`src/verilog/dhiu_fix_note.sv`:
```
// Reserved file; holds no logic.

```
`src/verilog/dhiu_pkg.sv`:
```
// Constants, word layout and engine states of the DAC host interface.
// Assumes a single 200 MHz core clock; every pin is asynchronous to it.
package dhiu_pkg;
	// ----------------------------------------------------------------
	// Widths and sizes
	// ----------------------------------------------------------------
	localparam int DATA_W = 14;
	localparam int ADDR_W = 8;
	localparam int CHANNELS = 32;
	localparam int WORD_W = 24;
	localparam int QUEUE_DEPTH = 4;
	localparam logic [4:0] WORD_BITS = 5'h18;
	localparam logic [4:0] LAST_CH = 5'h1f;

	// ----------------------------------------------------------------
	// Timing
	// ----------------------------------------------------------------
	localparam int CLK_PERIOD_NS = 5;
	localparam int RESET_TIME_US = 100;
	localparam int RESET_CYCLES =
		(RESET_TIME_US * 1000 + CLK_PERIOD_NS - 1) / CLK_PERIOD_NS;

	// ----------------------------------------------------------------
	// Register-select codes and address groups
	// ----------------------------------------------------------------
	localparam logic [1:0] SEL_DATA = 2'h3;
	localparam logic [1:0] SEL_OFFSET = 2'h2;
	localparam logic [1:0] SEL_GAIN = 2'h1;
	localparam logic [1:0] SEL_SPECIAL = 2'h0;
	localparam int SOFT_RST_BIT = 13;
	localparam logic [3:0] GRP_ALL = 4'h0;
	localparam logic [3:0] GRP_FIRST = 4'h1;

	// ----------------------------------------------------------------
	// Reset values and scale
	// ----------------------------------------------------------------
	localparam logic [13:0] INPUT_RST = 14'h0000;
	localparam logic [13:0] GAIN_RST = 14'h3fff;
	localparam logic [13:0] OFFSET_RST = 14'h2000;
	localparam logic [13:0] CAL_RST = 14'h0000;
	localparam logic [13:0] MID_SCALE = 14'h2000;
	localparam logic [13:0] FULL_SCALE = 14'h3fff;

	// ----------------------------------------------------------------
	// Types
	// ----------------------------------------------------------------
	typedef struct packed {
		logic [1:0] regsel;
		logic [7:0] addr;
		logic [13:0] data;
	} dhiu_word_t;

	typedef enum logic [1:0] {
		ENG_IDLE = 2'b00,
		ENG_WRITE = 2'b01,
		ENG_CALC = 2'b10
	} dhiu_eng_t;
endpackage

```
`src/verilog/dhiu_fifo.sv`:
```
// Small synchronous FIFO with valid/ready on both sides.
// Assumes both sides run on core_clk.
`timescale 1ns/100ps
module dhiu_fifo #(
	parameter int WIDTH = 24,
	parameter int DEPTH = 4
) (
	// Clock and reset
	input wire logic core_clk,
	input wire logic rst_b,
	// Fill side
	input wire logic in_valid,
	output logic in_ready,
	input wire logic [WIDTH-1:0] in_data,
	// Drain side
	output logic out_valid,
	input wire logic out_ready,
	output logic [WIDTH-1:0] out_data
);
	localparam int AW = (DEPTH > 1) ? $clog2(DEPTH) : 1;
	localparam logic [AW:0] FULL_CNT = (AW + 1)'(DEPTH);

	logic [WIDTH-1:0] mem [DEPTH];
	logic [AW-1:0] wp_r, rp_r;
	logic [AW:0] cnt_r;
	logic push, pop;

	// Wraps correctly for depths that are not a power of two
	function automatic logic [AW-1:0] next_ptr(input logic [AW-1:0] p);
		if (p == AW'(DEPTH - 1))
			return '0;
		return p + AW'(1);
	endfunction

	assign in_ready = cnt_r != FULL_CNT;
	assign out_valid = cnt_r != '0;
	assign out_data = mem[rp_r];
	assign push = in_valid & in_ready;
	assign pop = out_valid & out_ready;

	always_ff @(posedge core_clk) begin
		if (push)
			mem[wp_r] <= in_data;
	end

	always_ff @(posedge core_clk or negedge rst_b) begin
		if (!rst_b) begin
			wp_r <= '0;
			rp_r <= '0;
			cnt_r <= '0;
		end else begin
			if (push)
				wp_r <= next_ptr(wp_r);
			if (pop)
				rp_r <= next_ptr(rp_r);
			if (push && !pop)
				cnt_r <= cnt_r + (AW + 1)'(1);
			else if (pop && !push)
				cnt_r <= cnt_r - (AW + 1)'(1);
		end
	end
endmodule

```
`src/verilog/dhiu_top.sv`:
```
// Host interface and output-update control of a 32-channel DAC.
// Assumes all pins asynchronous to core_clk; serial clock well below it.
//
// Behaviour
// - Serial port when interface select high, parallel port when low.
// - Shift serial bits in on each serial clock falling edge.
// - Launch serial output bits on rising edges for chained parts.
// - Daisy-chain only with chain enable high and serial mode selected.
// - Parallel port selected only while chip select is low.
// - Parallel write taken on write strobe rising edge with chip select low.
// - Parallel data is 14 bits, top bit most significant.
// - Upper address bits select one group or all groups.
// - Register select picks data, gain, offset or special function.
// - Clear low grounds all outputs and ignores load strobes.
// - Outputs stay cleared until next load; registers keep contents.
// - Busy low during calculation; writes queue if queue enabled, else lost; no output updates.
// - Load while not busy copies calibrated values to outputs at once.
// - Load while busy is remembered and done when busy releases.
// - Busy is open drain, sensed back so others can hold it low.
// - Busy low during reset; parallel port off, loads discarded.
// - Reset pin fall runs a 100 us reset restoring all registers.
// - Queue enable high enables the write queue in both modes.
`timescale 1ns/100ps
module dhiu_top import dhiu_pkg::*; #(
	parameter logic [15:0] RST_SEQ_CYCLES = 16'(RESET_CYCLES)
) (
	// Clock and reset
	input wire logic core_clk,
	input wire logic rst_b,
	input wire logic reset_pin_n,
	// Mode straps
	input wire logic interface_select,
	input wire logic chain_enable,
	input wire logic queue_enable,
	// Serial port
	input wire logic frame_sync_n,
	input wire logic serial_clock,
	input wire logic serial_data_in,
	output logic serial_data_out,
	// Parallel port
	input wire logic chip_select_n,
	input wire logic write_strobe,
	input wire logic register_select_hi,
	input wire logic register_select_lo,
	input wire logic [ADDR_W-1:0] address_bus,
	input wire logic [DATA_W-1:0] parallel_data,
	// Update control
	input wire logic clear_n,
	input wire logic load_outputs_n,
	input wire logic busy_in,
	output logic busy_out,
	output logic busy_oe,
	// Channel values
	output logic reference_ground,
	output logic [CHANNELS-1:0][DATA_W-1:0] channel_outputs
);
	// ----------------------------------------------------------------
	// Pin synchronisers
	// ----------------------------------------------------------------
	localparam int PIN_W = 24 + 12;
	logic [PIN_W-1:0] pins, meta_r, sync_r;
	logic rpin_s, sel_s, chain_enable_s, qen_s, frm_s, sck_s, sdi_s, cs_s, wr_s;
	logic clr_s, ld_s, busy_s;
	logic [1:0] rsel_s;
	logic [ADDR_W-1:0] adr_s;
	logic [DATA_W-1:0] dat_s;
	logic sck_q, wr_q, ld_q, rpin_q, frm_q;

	assign pins = {reset_pin_n, interface_select, chain_enable,
		queue_enable, frame_sync_n, serial_clock, serial_data_in,
		chip_select_n, write_strobe, register_select_hi,
		register_select_lo, clear_n, load_outputs_n, busy_in,
		address_bus, parallel_data};
	assign {rpin_s, sel_s, chain_enable_s, qen_s, frm_s, sck_s, sdi_s, cs_s,
		wr_s, rsel_s, clr_s, ld_s, busy_s, adr_s, dat_s} = sync_r;

	always_ff @(posedge core_clk or negedge rst_b) begin
		if (!rst_b) begin
			meta_r <= '0;
			sync_r <= '0;
			{sck_q, wr_q, ld_q, rpin_q, frm_q} <= '0;
		end else begin
			meta_r <= pins;
			sync_r <= meta_r;
			{sck_q, wr_q, ld_q, rpin_q, frm_q} <=
				{sck_s, wr_s, ld_s, rpin_s, frm_s};
		end
	end

	logic sck_fall, sck_rise, wr_rise, ld_fall, rpin_fall, frm_fall;
	logic frm_rise;
	assign sck_fall = sck_q & ~sck_s;
	assign sck_rise = ~sck_q & sck_s;
	assign wr_rise = ~wr_q & wr_s;
	assign ld_fall = ld_q & ~ld_s;
	assign rpin_fall = rpin_q & ~rpin_s;
	assign frm_fall = frm_q & ~frm_s;
	assign frm_rise = ~frm_q & frm_s;

	// ----------------------------------------------------------------
	// Functions
	// ----------------------------------------------------------------
	// Group 0 broadcasts to all groups, groups 1 to 4 hold 8 channels
	function automatic logic chan_hit(input logic [7:0] a,
		input logic [4:0] ch);
		logic [3:0] g;
		g = a[7:4];
		return !a[3] && (a[2:0] == ch[2:0]) &&
			(g == GRP_ALL || g == {2'b00, ch[4:3]} + GRP_FIRST);
	endfunction

	// x * (m + 1) / 2^14 + c - midscale, clamped to the code range
	function automatic logic [13:0] cal_value(input logic [13:0] x,
		input logic [13:0] m, input logic [13:0] c);
		logic [28:0] prod;
		logic [16:0] sum;
		prod = {15'h0000, x} * {14'h0000, {1'b0, m} + 15'h0001};
		sum = {2'b00, prod[28:14]} + {3'b000, c} - {3'b000, MID_SCALE};
		if (sum[16])
			return '0;
		if (sum[15:14] != 2'b00)
			return FULL_SCALE;
		return sum[13:0];
	endfunction

	// ----------------------------------------------------------------
	// Reset sequence
	// ----------------------------------------------------------------
	logic [15:0] seq_cnt_r;
	logic soft_rst, seq_start, hold;

	assign seq_start = rpin_fall | soft_rst;
	assign hold = (seq_cnt_r != 16'h0000) | ~rpin_s;

	always_ff @(posedge core_clk or negedge rst_b) begin
		if (!rst_b)
			seq_cnt_r <= RST_SEQ_CYCLES;
		else if (seq_start)
			seq_cnt_r <= RST_SEQ_CYCLES;
		else if (seq_cnt_r != 16'h0000)
			seq_cnt_r <= seq_cnt_r - 16'h0001;
	end

	// ----------------------------------------------------------------
	// Serial port
	// ----------------------------------------------------------------
	logic ser_mode, chain_mode, frame_on, ser_take;
	logic [WORD_W-1:0] shreg_r, ser_word;
	logic [4:0] bit_cnt_r;
	logic sdo_r;

	assign ser_mode = sel_s;
	assign chain_mode = sel_s & chain_enable_s;
	assign frame_on = ser_mode & ~frm_s;
	// Chain mode keeps the last 24 bits shifted before the frame ends
	assign ser_take = ser_mode & (chain_mode ?
		(frm_rise & bit_cnt_r == WORD_BITS) :
		(sck_fall & frame_on & bit_cnt_r == WORD_BITS - 5'h01));
	assign ser_word = chain_mode ? shreg_r : {shreg_r[22:0], sdi_s};

	always_ff @(posedge core_clk or negedge rst_b) begin
		if (!rst_b) begin
			shreg_r <= '0;
			bit_cnt_r <= '0;
		end else begin
			if (sck_fall && frame_on)
				shreg_r <= {shreg_r[22:0], sdi_s};
			if (frm_fall)
				bit_cnt_r <= '0;
			else if (sck_fall && frame_on && bit_cnt_r != WORD_BITS)
				bit_cnt_r <= bit_cnt_r + 5'h01;
		end
	end

	always_ff @(posedge core_clk or negedge rst_b) begin
		if (!rst_b)
			sdo_r <= 1'b0;
		else if (!chain_mode)
			sdo_r <= 1'b0;
		else if (sck_rise && frame_on)
			sdo_r <= shreg_r[23];
	end
	assign serial_data_out = sdo_r;

	// ----------------------------------------------------------------
	// Parallel port and write queue
	// ----------------------------------------------------------------
	logic par_take, wr_ready, q_in_ready, q_out_valid, q_out_ready;
	dhiu_word_t par_word, in_word, q_word, cur_r;
	dhiu_eng_t eng_r;

	// Selected only with chip select low
	assign par_take = ~sel_s & ~cs_s & wr_rise & ~hold;
	// Data bit 13 is the MSB
	assign par_word = {rsel_s, adr_s, dat_s};
	assign in_word = sel_s ? dhiu_word_t'(ser_word) : par_word;
	// Queue off means one word at a time
	// Words arriving when not ready are lost; host must honour busy
	assign wr_ready = q_in_ready &
		(qen_s | (~q_out_valid & eng_r == ENG_IDLE));
	// Discard queued words while reset holds
	assign q_out_ready = hold | (eng_r == ENG_IDLE);

	dhiu_fifo #(
		.WIDTH(WORD_W),
		.DEPTH(QUEUE_DEPTH)
	) u_queue (
		.core_clk(core_clk),
		.rst_b(rst_b),
		.in_valid((ser_take | par_take) & wr_ready & ~hold),
		.in_ready(q_in_ready),
		.in_data(in_word),
		.out_valid(q_out_valid),
		.out_ready(q_out_ready),
		.out_data(q_word)
	);

	// ----------------------------------------------------------------
	// Calibration engine
	// ----------------------------------------------------------------
	logic [4:0] ch_r;
	logic [DATA_W-1:0] x1_r [CHANNELS];
	logic [DATA_W-1:0] gain_r [CHANNELS];
	logic [DATA_W-1:0] offs_r [CHANNELS];
	logic [DATA_W-1:0] cal_r [CHANNELS];

	assign soft_rst = (eng_r == ENG_WRITE) &
		(cur_r.regsel == SEL_SPECIAL) & cur_r.data[SOFT_RST_BIT];

	// One channel per cycle trades time for a single multiplier
	always_ff @(posedge core_clk or negedge rst_b) begin
		if (!rst_b) begin
			eng_r <= ENG_IDLE;
			cur_r <= '0;
			ch_r <= '0;
		end else if (hold || seq_start) begin
			eng_r <= ENG_IDLE;
		end else begin
			case (eng_r)
			ENG_IDLE: begin
				if (q_out_valid) begin
					cur_r <= q_word;
					eng_r <= ENG_WRITE;
				end
			end
			ENG_WRITE: begin
				ch_r <= '0;
				eng_r <= (cur_r.regsel == SEL_SPECIAL) ? ENG_IDLE : ENG_CALC;
			end
			ENG_CALC: begin
				ch_r <= ch_r + 5'h01;
				if (ch_r == LAST_CH)
					eng_r <= ENG_IDLE;
			end
			default: eng_r <= ENG_IDLE;
			endcase
		end
	end

	always_ff @(posedge core_clk or negedge rst_b) begin
		if (!rst_b) begin
			for (int i = 0; i < CHANNELS; i++) begin
				x1_r[i] <= INPUT_RST;
				gain_r[i] <= GAIN_RST;
				offs_r[i] <= OFFSET_RST;
				cal_r[i] <= CAL_RST;
			end
		end else if (seq_start) begin
			for (int i = 0; i < CHANNELS; i++) begin
				x1_r[i] <= INPUT_RST;
				gain_r[i] <= GAIN_RST;
				offs_r[i] <= OFFSET_RST;
				cal_r[i] <= CAL_RST;
			end
		end else if (eng_r == ENG_WRITE && !hold) begin
			for (int i = 0; i < CHANNELS; i++) begin
				if (chan_hit(cur_r.addr, 5'(i))) begin
					if (cur_r.regsel == SEL_DATA)
						x1_r[i] <= cur_r.data;
					if (cur_r.regsel == SEL_GAIN)
						gain_r[i] <= cur_r.data;
					if (cur_r.regsel == SEL_OFFSET)
						offs_r[i] <= cur_r.data;
				end
			end
		end else if (eng_r == ENG_CALC && !hold) begin
			if (chan_hit(cur_r.addr, ch_r))
				cal_r[ch_r] <= cal_value(x1_r[ch_r], gain_r[ch_r],
					offs_r[ch_r]);
		end
	end

	// ----------------------------------------------------------------
	// Busy line and load control
	// ----------------------------------------------------------------
	logic int_busy, busy_ok, ld_ok, do_update, pending_r, grounded_r;

	// Busy while queue or engine work remains
	assign int_busy = (eng_r != ENG_IDLE) | q_out_valid | hold;
	// Open drain, only ever pulls low
	assign busy_out = 1'b0;
	assign busy_oe = int_busy;
	// Wired-AND of own busy and sensed line
	assign busy_ok = busy_s & ~int_busy;
	assign ld_ok = ld_fall & ~hold & clr_s;
	assign do_update = clr_s & ~hold & busy_ok & (ld_ok | pending_r);

	always_ff @(posedge core_clk or negedge rst_b) begin
		if (!rst_b)
			pending_r <= 1'b0;
		else if (hold || !clr_s)
			pending_r <= 1'b0;
		else if (ld_ok && !busy_ok)
			pending_r <= 1'b1;
		else if (do_update)
			pending_r <= 1'b0;
	end

	always_ff @(posedge core_clk or negedge rst_b) begin
		if (!rst_b)
			grounded_r <= 1'b1;
		else if (hold || !clr_s)
			grounded_r <= 1'b1;
		else if (do_update)
			grounded_r <= 1'b0;
	end
	assign reference_ground = grounded_r;

	always_ff @(posedge core_clk or negedge rst_b) begin
		if (!rst_b) begin
			for (int i = 0; i < CHANNELS; i++)
				channel_outputs[i] <= CAL_RST;
		end else if (do_update) begin
			for (int i = 0; i < CHANNELS; i++)
				channel_outputs[i] <= cal_r[i];
		end
	end

	// ----------------------------------------------------------------
	// Assertions
	// ----------------------------------------------------------------
	par_mode_a: assert property (@(posedge core_clk) disable iff (!rst_b)
		par_take |-> !sel_s && !cs_s && !hold)
		else $error("parallel write outside parallel select");
	shift_count_a: assert property (@(posedge core_clk)
		disable iff (!rst_b) (sck_fall && frame_on && !frm_fall &&
		bit_cnt_r != WORD_BITS) |=> bit_cnt_r == $past(bit_cnt_r) + 5'h01)
		else $error("serial bit not counted");
	sdo_launch_a: assert property (@(posedge core_clk)
		disable iff (!rst_b) (sck_rise && frame_on && chain_mode) |=>
		serial_data_out == $past(shreg_r[23]))
		else $error("serial output bit not launched");
	sdo_quiet_a: assert property (@(posedge core_clk) disable iff (!rst_b)
		!chain_mode |=> !serial_data_out)
		else $error("serial output active outside chain mode");
	clear_block_a: assert property (@(posedge core_clk)
		disable iff (!rst_b) !clr_s |=> grounded_r && !pending_r)
		else $error("clear did not ground outputs");
	clear_keep_a: assert property (@(posedge core_clk) disable iff (!rst_b)
		(grounded_r && !do_update) |=> grounded_r)
		else $error("outputs left ground without a load");
	busy_update_a: assert property (@(posedge core_clk)
		disable iff (!rst_b) int_busy |-> !do_update)
		else $error("output update while busy");
	load_now_a: assert property (@(posedge core_clk) disable iff (!rst_b)
		(ld_ok && busy_ok) |=> !grounded_r &&
		channel_outputs[0] == $past(cal_r[0]))
		else $error("load not applied at once");
	load_defer_a: assert property (@(posedge core_clk)
		disable iff (!rst_b) (ld_ok && !busy_ok && clr_s && !hold) |=>
		pending_r || !clr_s || hold)
		else $error("deferred load lost");
	reset_busy_a: assert property (@(posedge core_clk)
		disable iff (!rst_b) rpin_fall |=> busy_oe[*8])
		else $error("busy not held during reset");
	reset_len_a: assert property (@(posedge core_clk) disable iff (!rst_b)
		seq_start |=> seq_cnt_r == RST_SEQ_CYCLES)
		else $error("reset sequence length wrong");
	queue_off_a: assert property (@(posedge core_clk) disable iff (!rst_b)
		(!qen_s && q_out_valid) |-> !wr_ready)
		else $error("queue accepted word while disabled");
endmodule

```
`config.mk`:
```
export PLATFORM = sky130hd
export DESIGN_NAME = dhiu_top
export DESIGN_NICKNAME = d
export VERILOG_FILES = /design/src/verilog/dhiu_fix_note.sv /design/src/verilog/dhiu_pkg.sv /design/src/verilog/dhiu_fifo.sv /design/src/verilog/dhiu_top.sv
export SDC_FILE = /design/constraint.sdc
export NUM_CORES = 2
export LEC_CHECK = 0
export BUFFER_PORTS_ARGS = -buffer_cell sky130_fd_sc_hd__buf_2
export CAP_MARGIN = 30
export CORE_UTILIZATION = 52
export DETAILED_ROUTE_END_ITERATION = 6
export GPL_TIMING_DRIVEN = 0
export PLACE_DENSITY = 0.72
export RECOVER_POWER = 100
export SLEW_MARGIN = 40
export SYNTH_ARGS = -nofsm -noshare
export SYNTH_HDL_FRONTEND = slang
export SYNTH_HIERARCHICAL = 1
export SYNTH_SLANG_ARGS = --single-unit
```
`constraint.sdc`:
```
create_clock -name core_clk -period 12.7 [get_ports core_clk]
set_input_delay 2.54 -clock core_clk [delete_from_list [all_inputs] [get_ports core_clk]]
set_output_delay 2.54 -clock core_clk [all_outputs]
set_load 0.01 [all_outputs]
```
==> results.md <==
- The final hold violation count is 0.
- The number of nets with antenna violations after detailed routing is 0.
- On the final layout, the worst clock skew is 77.8 ps.
- The multiplexer share of the synthesized area is 10.0%.
- The area of placed instances is 116,000 µm².
- After detailed routing, the average wire length per cell comes to 25.3 µm.
- The DRC violation count after routing is 0.
- For the worst-skew pair, the clock arrives at the later sink with an insertion delay of 970 ps.
- Of the total synthesized cell area, the portion taken by AND, OR, NAND and NOR gates is 12.3%.
- The number of antenna violations at the first check in global routing is 13.
- The worst path uses 98.2% of the clock period.
- Sorting the synthesized cells by how often they occur yields 2,540 x nand2_1, 1,917 x dfrtp_1, 927 x o21ai_0.
- The core area is 210,000 µm².
- The biggest cell delay along the critical path is 550 ps.
- The die is 461 µm tall.
- The highest achievable clock rate is 0.0802 GHz.
- The highest ir drop seen on vdd is 0.000183 V.
- Entering global routing, the biggest net connects 116 pins.
- The net count of the finished layout is 11,000.
- The share of the synthesized netlist area taken by xor and xnor gates is 0.516%.
- Clock-pin slew was measured on the worst setup and hold paths at 60 ps.
- Relative to the synthesized area, the layout overhead comes to 14.4%.
- Across the run, the number of max-cap violations was 16.
- The clock period minus worst slack is 12,480 ps.
- Synthesis inferred 2,499 register bits.
- The count of standard-cell rows is 168.
- The total of warnings raised by yosys is 6.
- The number of buffers and inverters on the critical path is 17.
- During I/O placement, the number of pins put on the boundary was 490.
- The total global routing track utilization is 32.6%.
- After legalization and detailed placement, the total HPWL measured 250 mm.
- The finished layout holds 13,600 standard cells, fillers aside.
- The run finished, with violations left.
- Summing over every cut layer, the via total after detailed routing is 82,900.
- The clock net in this run drives a total of 2,499 sinks.
- The fraction of layout instances using a drive strength above 1 is 16.3%.
- The detailed router's first-iteration violation count is 9,719.
- The total iterations of the first detailed-routing run is 7.
- For the pin with the worst max-slew slack, the measured transition is 4880 ps.
- The largest total area in the synthesized netlist belongs to dfrtp_1.
- The number of standard cells after synthesis is 9,836.
- Using the TritonRoute via totals, the vias-per-cell ratio works out to 6.08.
- The worst hold-check path type is register to register.
- The TritonCTS clock tree is yes.
- Counting stages on the worst path, the most repeated cell is fa_1.
- Once the floorplan was initialized, standard cells occupied 52.3% of the core.
- The total die area is 213,000 µm².
- The clock passes through at most 4 buffers.
- The share of synthesized area in the top cell type comes to 43.8%.
- The main combinational cell family by area after synthesis is simple AND/OR/NAND/NOR gates.
- The final reports fail on capacitance limit, slew limit.
- In the post-synthesis netlist, the cell with the most instances is nand2_1.
- The startpoint-to-endpoint class of the critical path is register to register.
- The share of synthesized cell area in full adder, half adder and majority cells is 4.46%.
- In this run the power density over the cells is 149 nW/µm².
- The sequential share of the synthesized area is 58.0%.
- In this run, placement finished with an instance count of 13,200.
- STA classifies the critical path startpoint as a register.
- The worst setup path is captured at a register.
- At the worst endpoint, the required time is 13,490 ps.
- The total congestion overflow after global routing is 0.
- Summing every instance area after synthesis gives 110,000 µm².
- By area the synthesized netlist is led by dfrtp_1 44%, dfstp_2 12%, nand2_1 8.7%.
- Summing the areas of all compound-gate instances in the mapped netlist gives 11.2% of the synthesized area.
- The leakage power summed over all cells is 0.0568 µW.
- The final layout contains routed wiring with a total length of 346 mm.
- Each instance of the synthesized netlist takes up on average 11.1 µm².
- The number of global-route vias before repair was 82,100.
- Buffers placed on the I/O ports in this run total 488.
- The total clock buffers created by CTS is 274.
- The root buffer cell chosen for the clock tree is clkbuf_16.
- In this run, synthesis inferred 96 flip-flops with an integrated enable.
- Of all nets on the critical path, the largest fanout is 10.
- The most used flip-flop cell after synthesis is dfrtp_1.
- The number of buffers inserted by hold repair at cts is 0.
- The headroom to the max-slew limit is -225%.
- Power comes to 18,700 µW.
- The final weighted congestion in routability-driven placement is 0.951.
- The slowest cell on the critical path is fa_1.
- In the synthesized netlist the async set-or-reset flop fraction comes to 96.2%.
- The number of different library cells in the post-synthesis netlist is 75.
- The final count of pins violating max slew is 988.
- The post-synth net total is 10,200.
- The global-route wire length before repair is 517 mm.
- The final setup violation count is 0.
- The data arrival at the endpoint of the critical path is 13,270 ps.
- The family with the most delay on the worst path is adder cells.
- The finished cells cover 125,000 µm².
- In this run the number of H-tree levels came out at 5.
- The width of the chip is 461 µm.
-- placed cells by master, fill, tap and decap left out, types with 282 or more instances in the layout --
cell type	synthesis	final
mux4_2	423	423
dfrtp_1	1917	1916
a22o_1	448	448
o21ai_0	927	929
clkbuf_16	0	282
a21oi_1	545	544
nor2_1	609	577
dfstp_2	486	486
nand2_1	2540	2525
clkbuf_1	626	1069
-- power by group --
part           switching [µW]  internal, µW  leakage (µW)
combinational            1210           738        0.0201
sequential                312          8780        0.0325
clock                    3220          4430       0.00421
total                    4740         13900        0.0568
-- state kept, by name, summed over array words and instances (netlist names), 24 cells and up --
signal / count
channel_outputs: 448
u_queue/mem: 96
offs_r: 448
x1_r: 448
sync_r: 36
shreg_r: 24
meta_r: 36
cal_r: 448
cur_r: 24
gain_r: 448
-- area by class of cell --
| class | count | area [µm²] |
|---|---|---|
| inverters | 198 | 751 |
| clock buffers | 379 | 7800 |
| plain buffers | 753 | 3760 |
| clock inverters | 86 | 683 |
| multi-input cells | 6386 | 42800 |
| flip-flops and latches | 2499 | 63600 |
| well taps | 2805 | 3510 |
| repair buffers | 532 | 2510 |
| diodes | 5 | 12.5 |
| fillers | 16800 | 84100 |
-- what timing repair did --
action                     4_1_cts  5_1_grt
setup endpoints to repair      448      448
pin swaps                        3        2
hold endpoints to repair         0        0
gates cloned                     0        1
gates resized for setup        254      140
buffers inserted                 7        6
-- kinds of logic (layout without fill, tap and decap cells) --
| group | Yosys count | in the layout |
|---|---|---|
| adder cells (fa/ha/maj) | 298 | 298 |
| AND/OR/NAND/NOR | 3423 | 3423 |
| AO/OA/AOI/OAI | 2049 | 2049 |
| buffers and inverters | 951 | 1948 |
| multiplexers | 552 | 552 |
| XOR/XNOR | 63 | 63 |
| flip-flops | 2499 | 2499 |
| other | 1 | 6 |
-- final timing paths --
| kind | startpoint | to | slack [ps] | cells after the start |
|---|---|---|---|---|
| worst min register to register | meta_r[10] | sync_r[10] | 340 | 0 |
| worst max-delay path | ch_r[1] | cal_r[57] | 220 | 47 |
| worst max register to register | ch_r[1] | cal_r[57] | 220 | 47 |
| worst min-delay path | meta_r[10] | sync_r[10] | 340 | 0 |
| min in group asynchronous | rst_b | channel_outputs[288] | 2610 | 1 |
| max in group asynchronous | rst_b | offs_r[2] | 1800 | 4 |
-- per-layer routing --
metal / part of all wire (%) / routed length (µm) / global-route usage [%] / vias up
met5: 0.042 / 145 / 0 / -
met4: 5.8 / 20200 / 16.8 / 16
met3: 11 / 38000 / 9.30 / 968
met2: 45 / 157000 / 50.1 / 4429
met1: 38 / 130000 / 42.1 / 42300
li1: - / - / - / 35100
-- stage by stage --
stage	hold WS [ps]	worst slack (ps)	TNS, ps	util (%)
after floorplan	331	710	0	-
after global placement	335	-41550	-	55.2
after detailed placement	335	-3280	-1338390	55.6
after CTS	340	1.35	0	60.0
after global routing	351	-3.25	-3.76	59.9
final	340	225	0	59.9
Note: power is estimated with default switching activity, not from simulation.
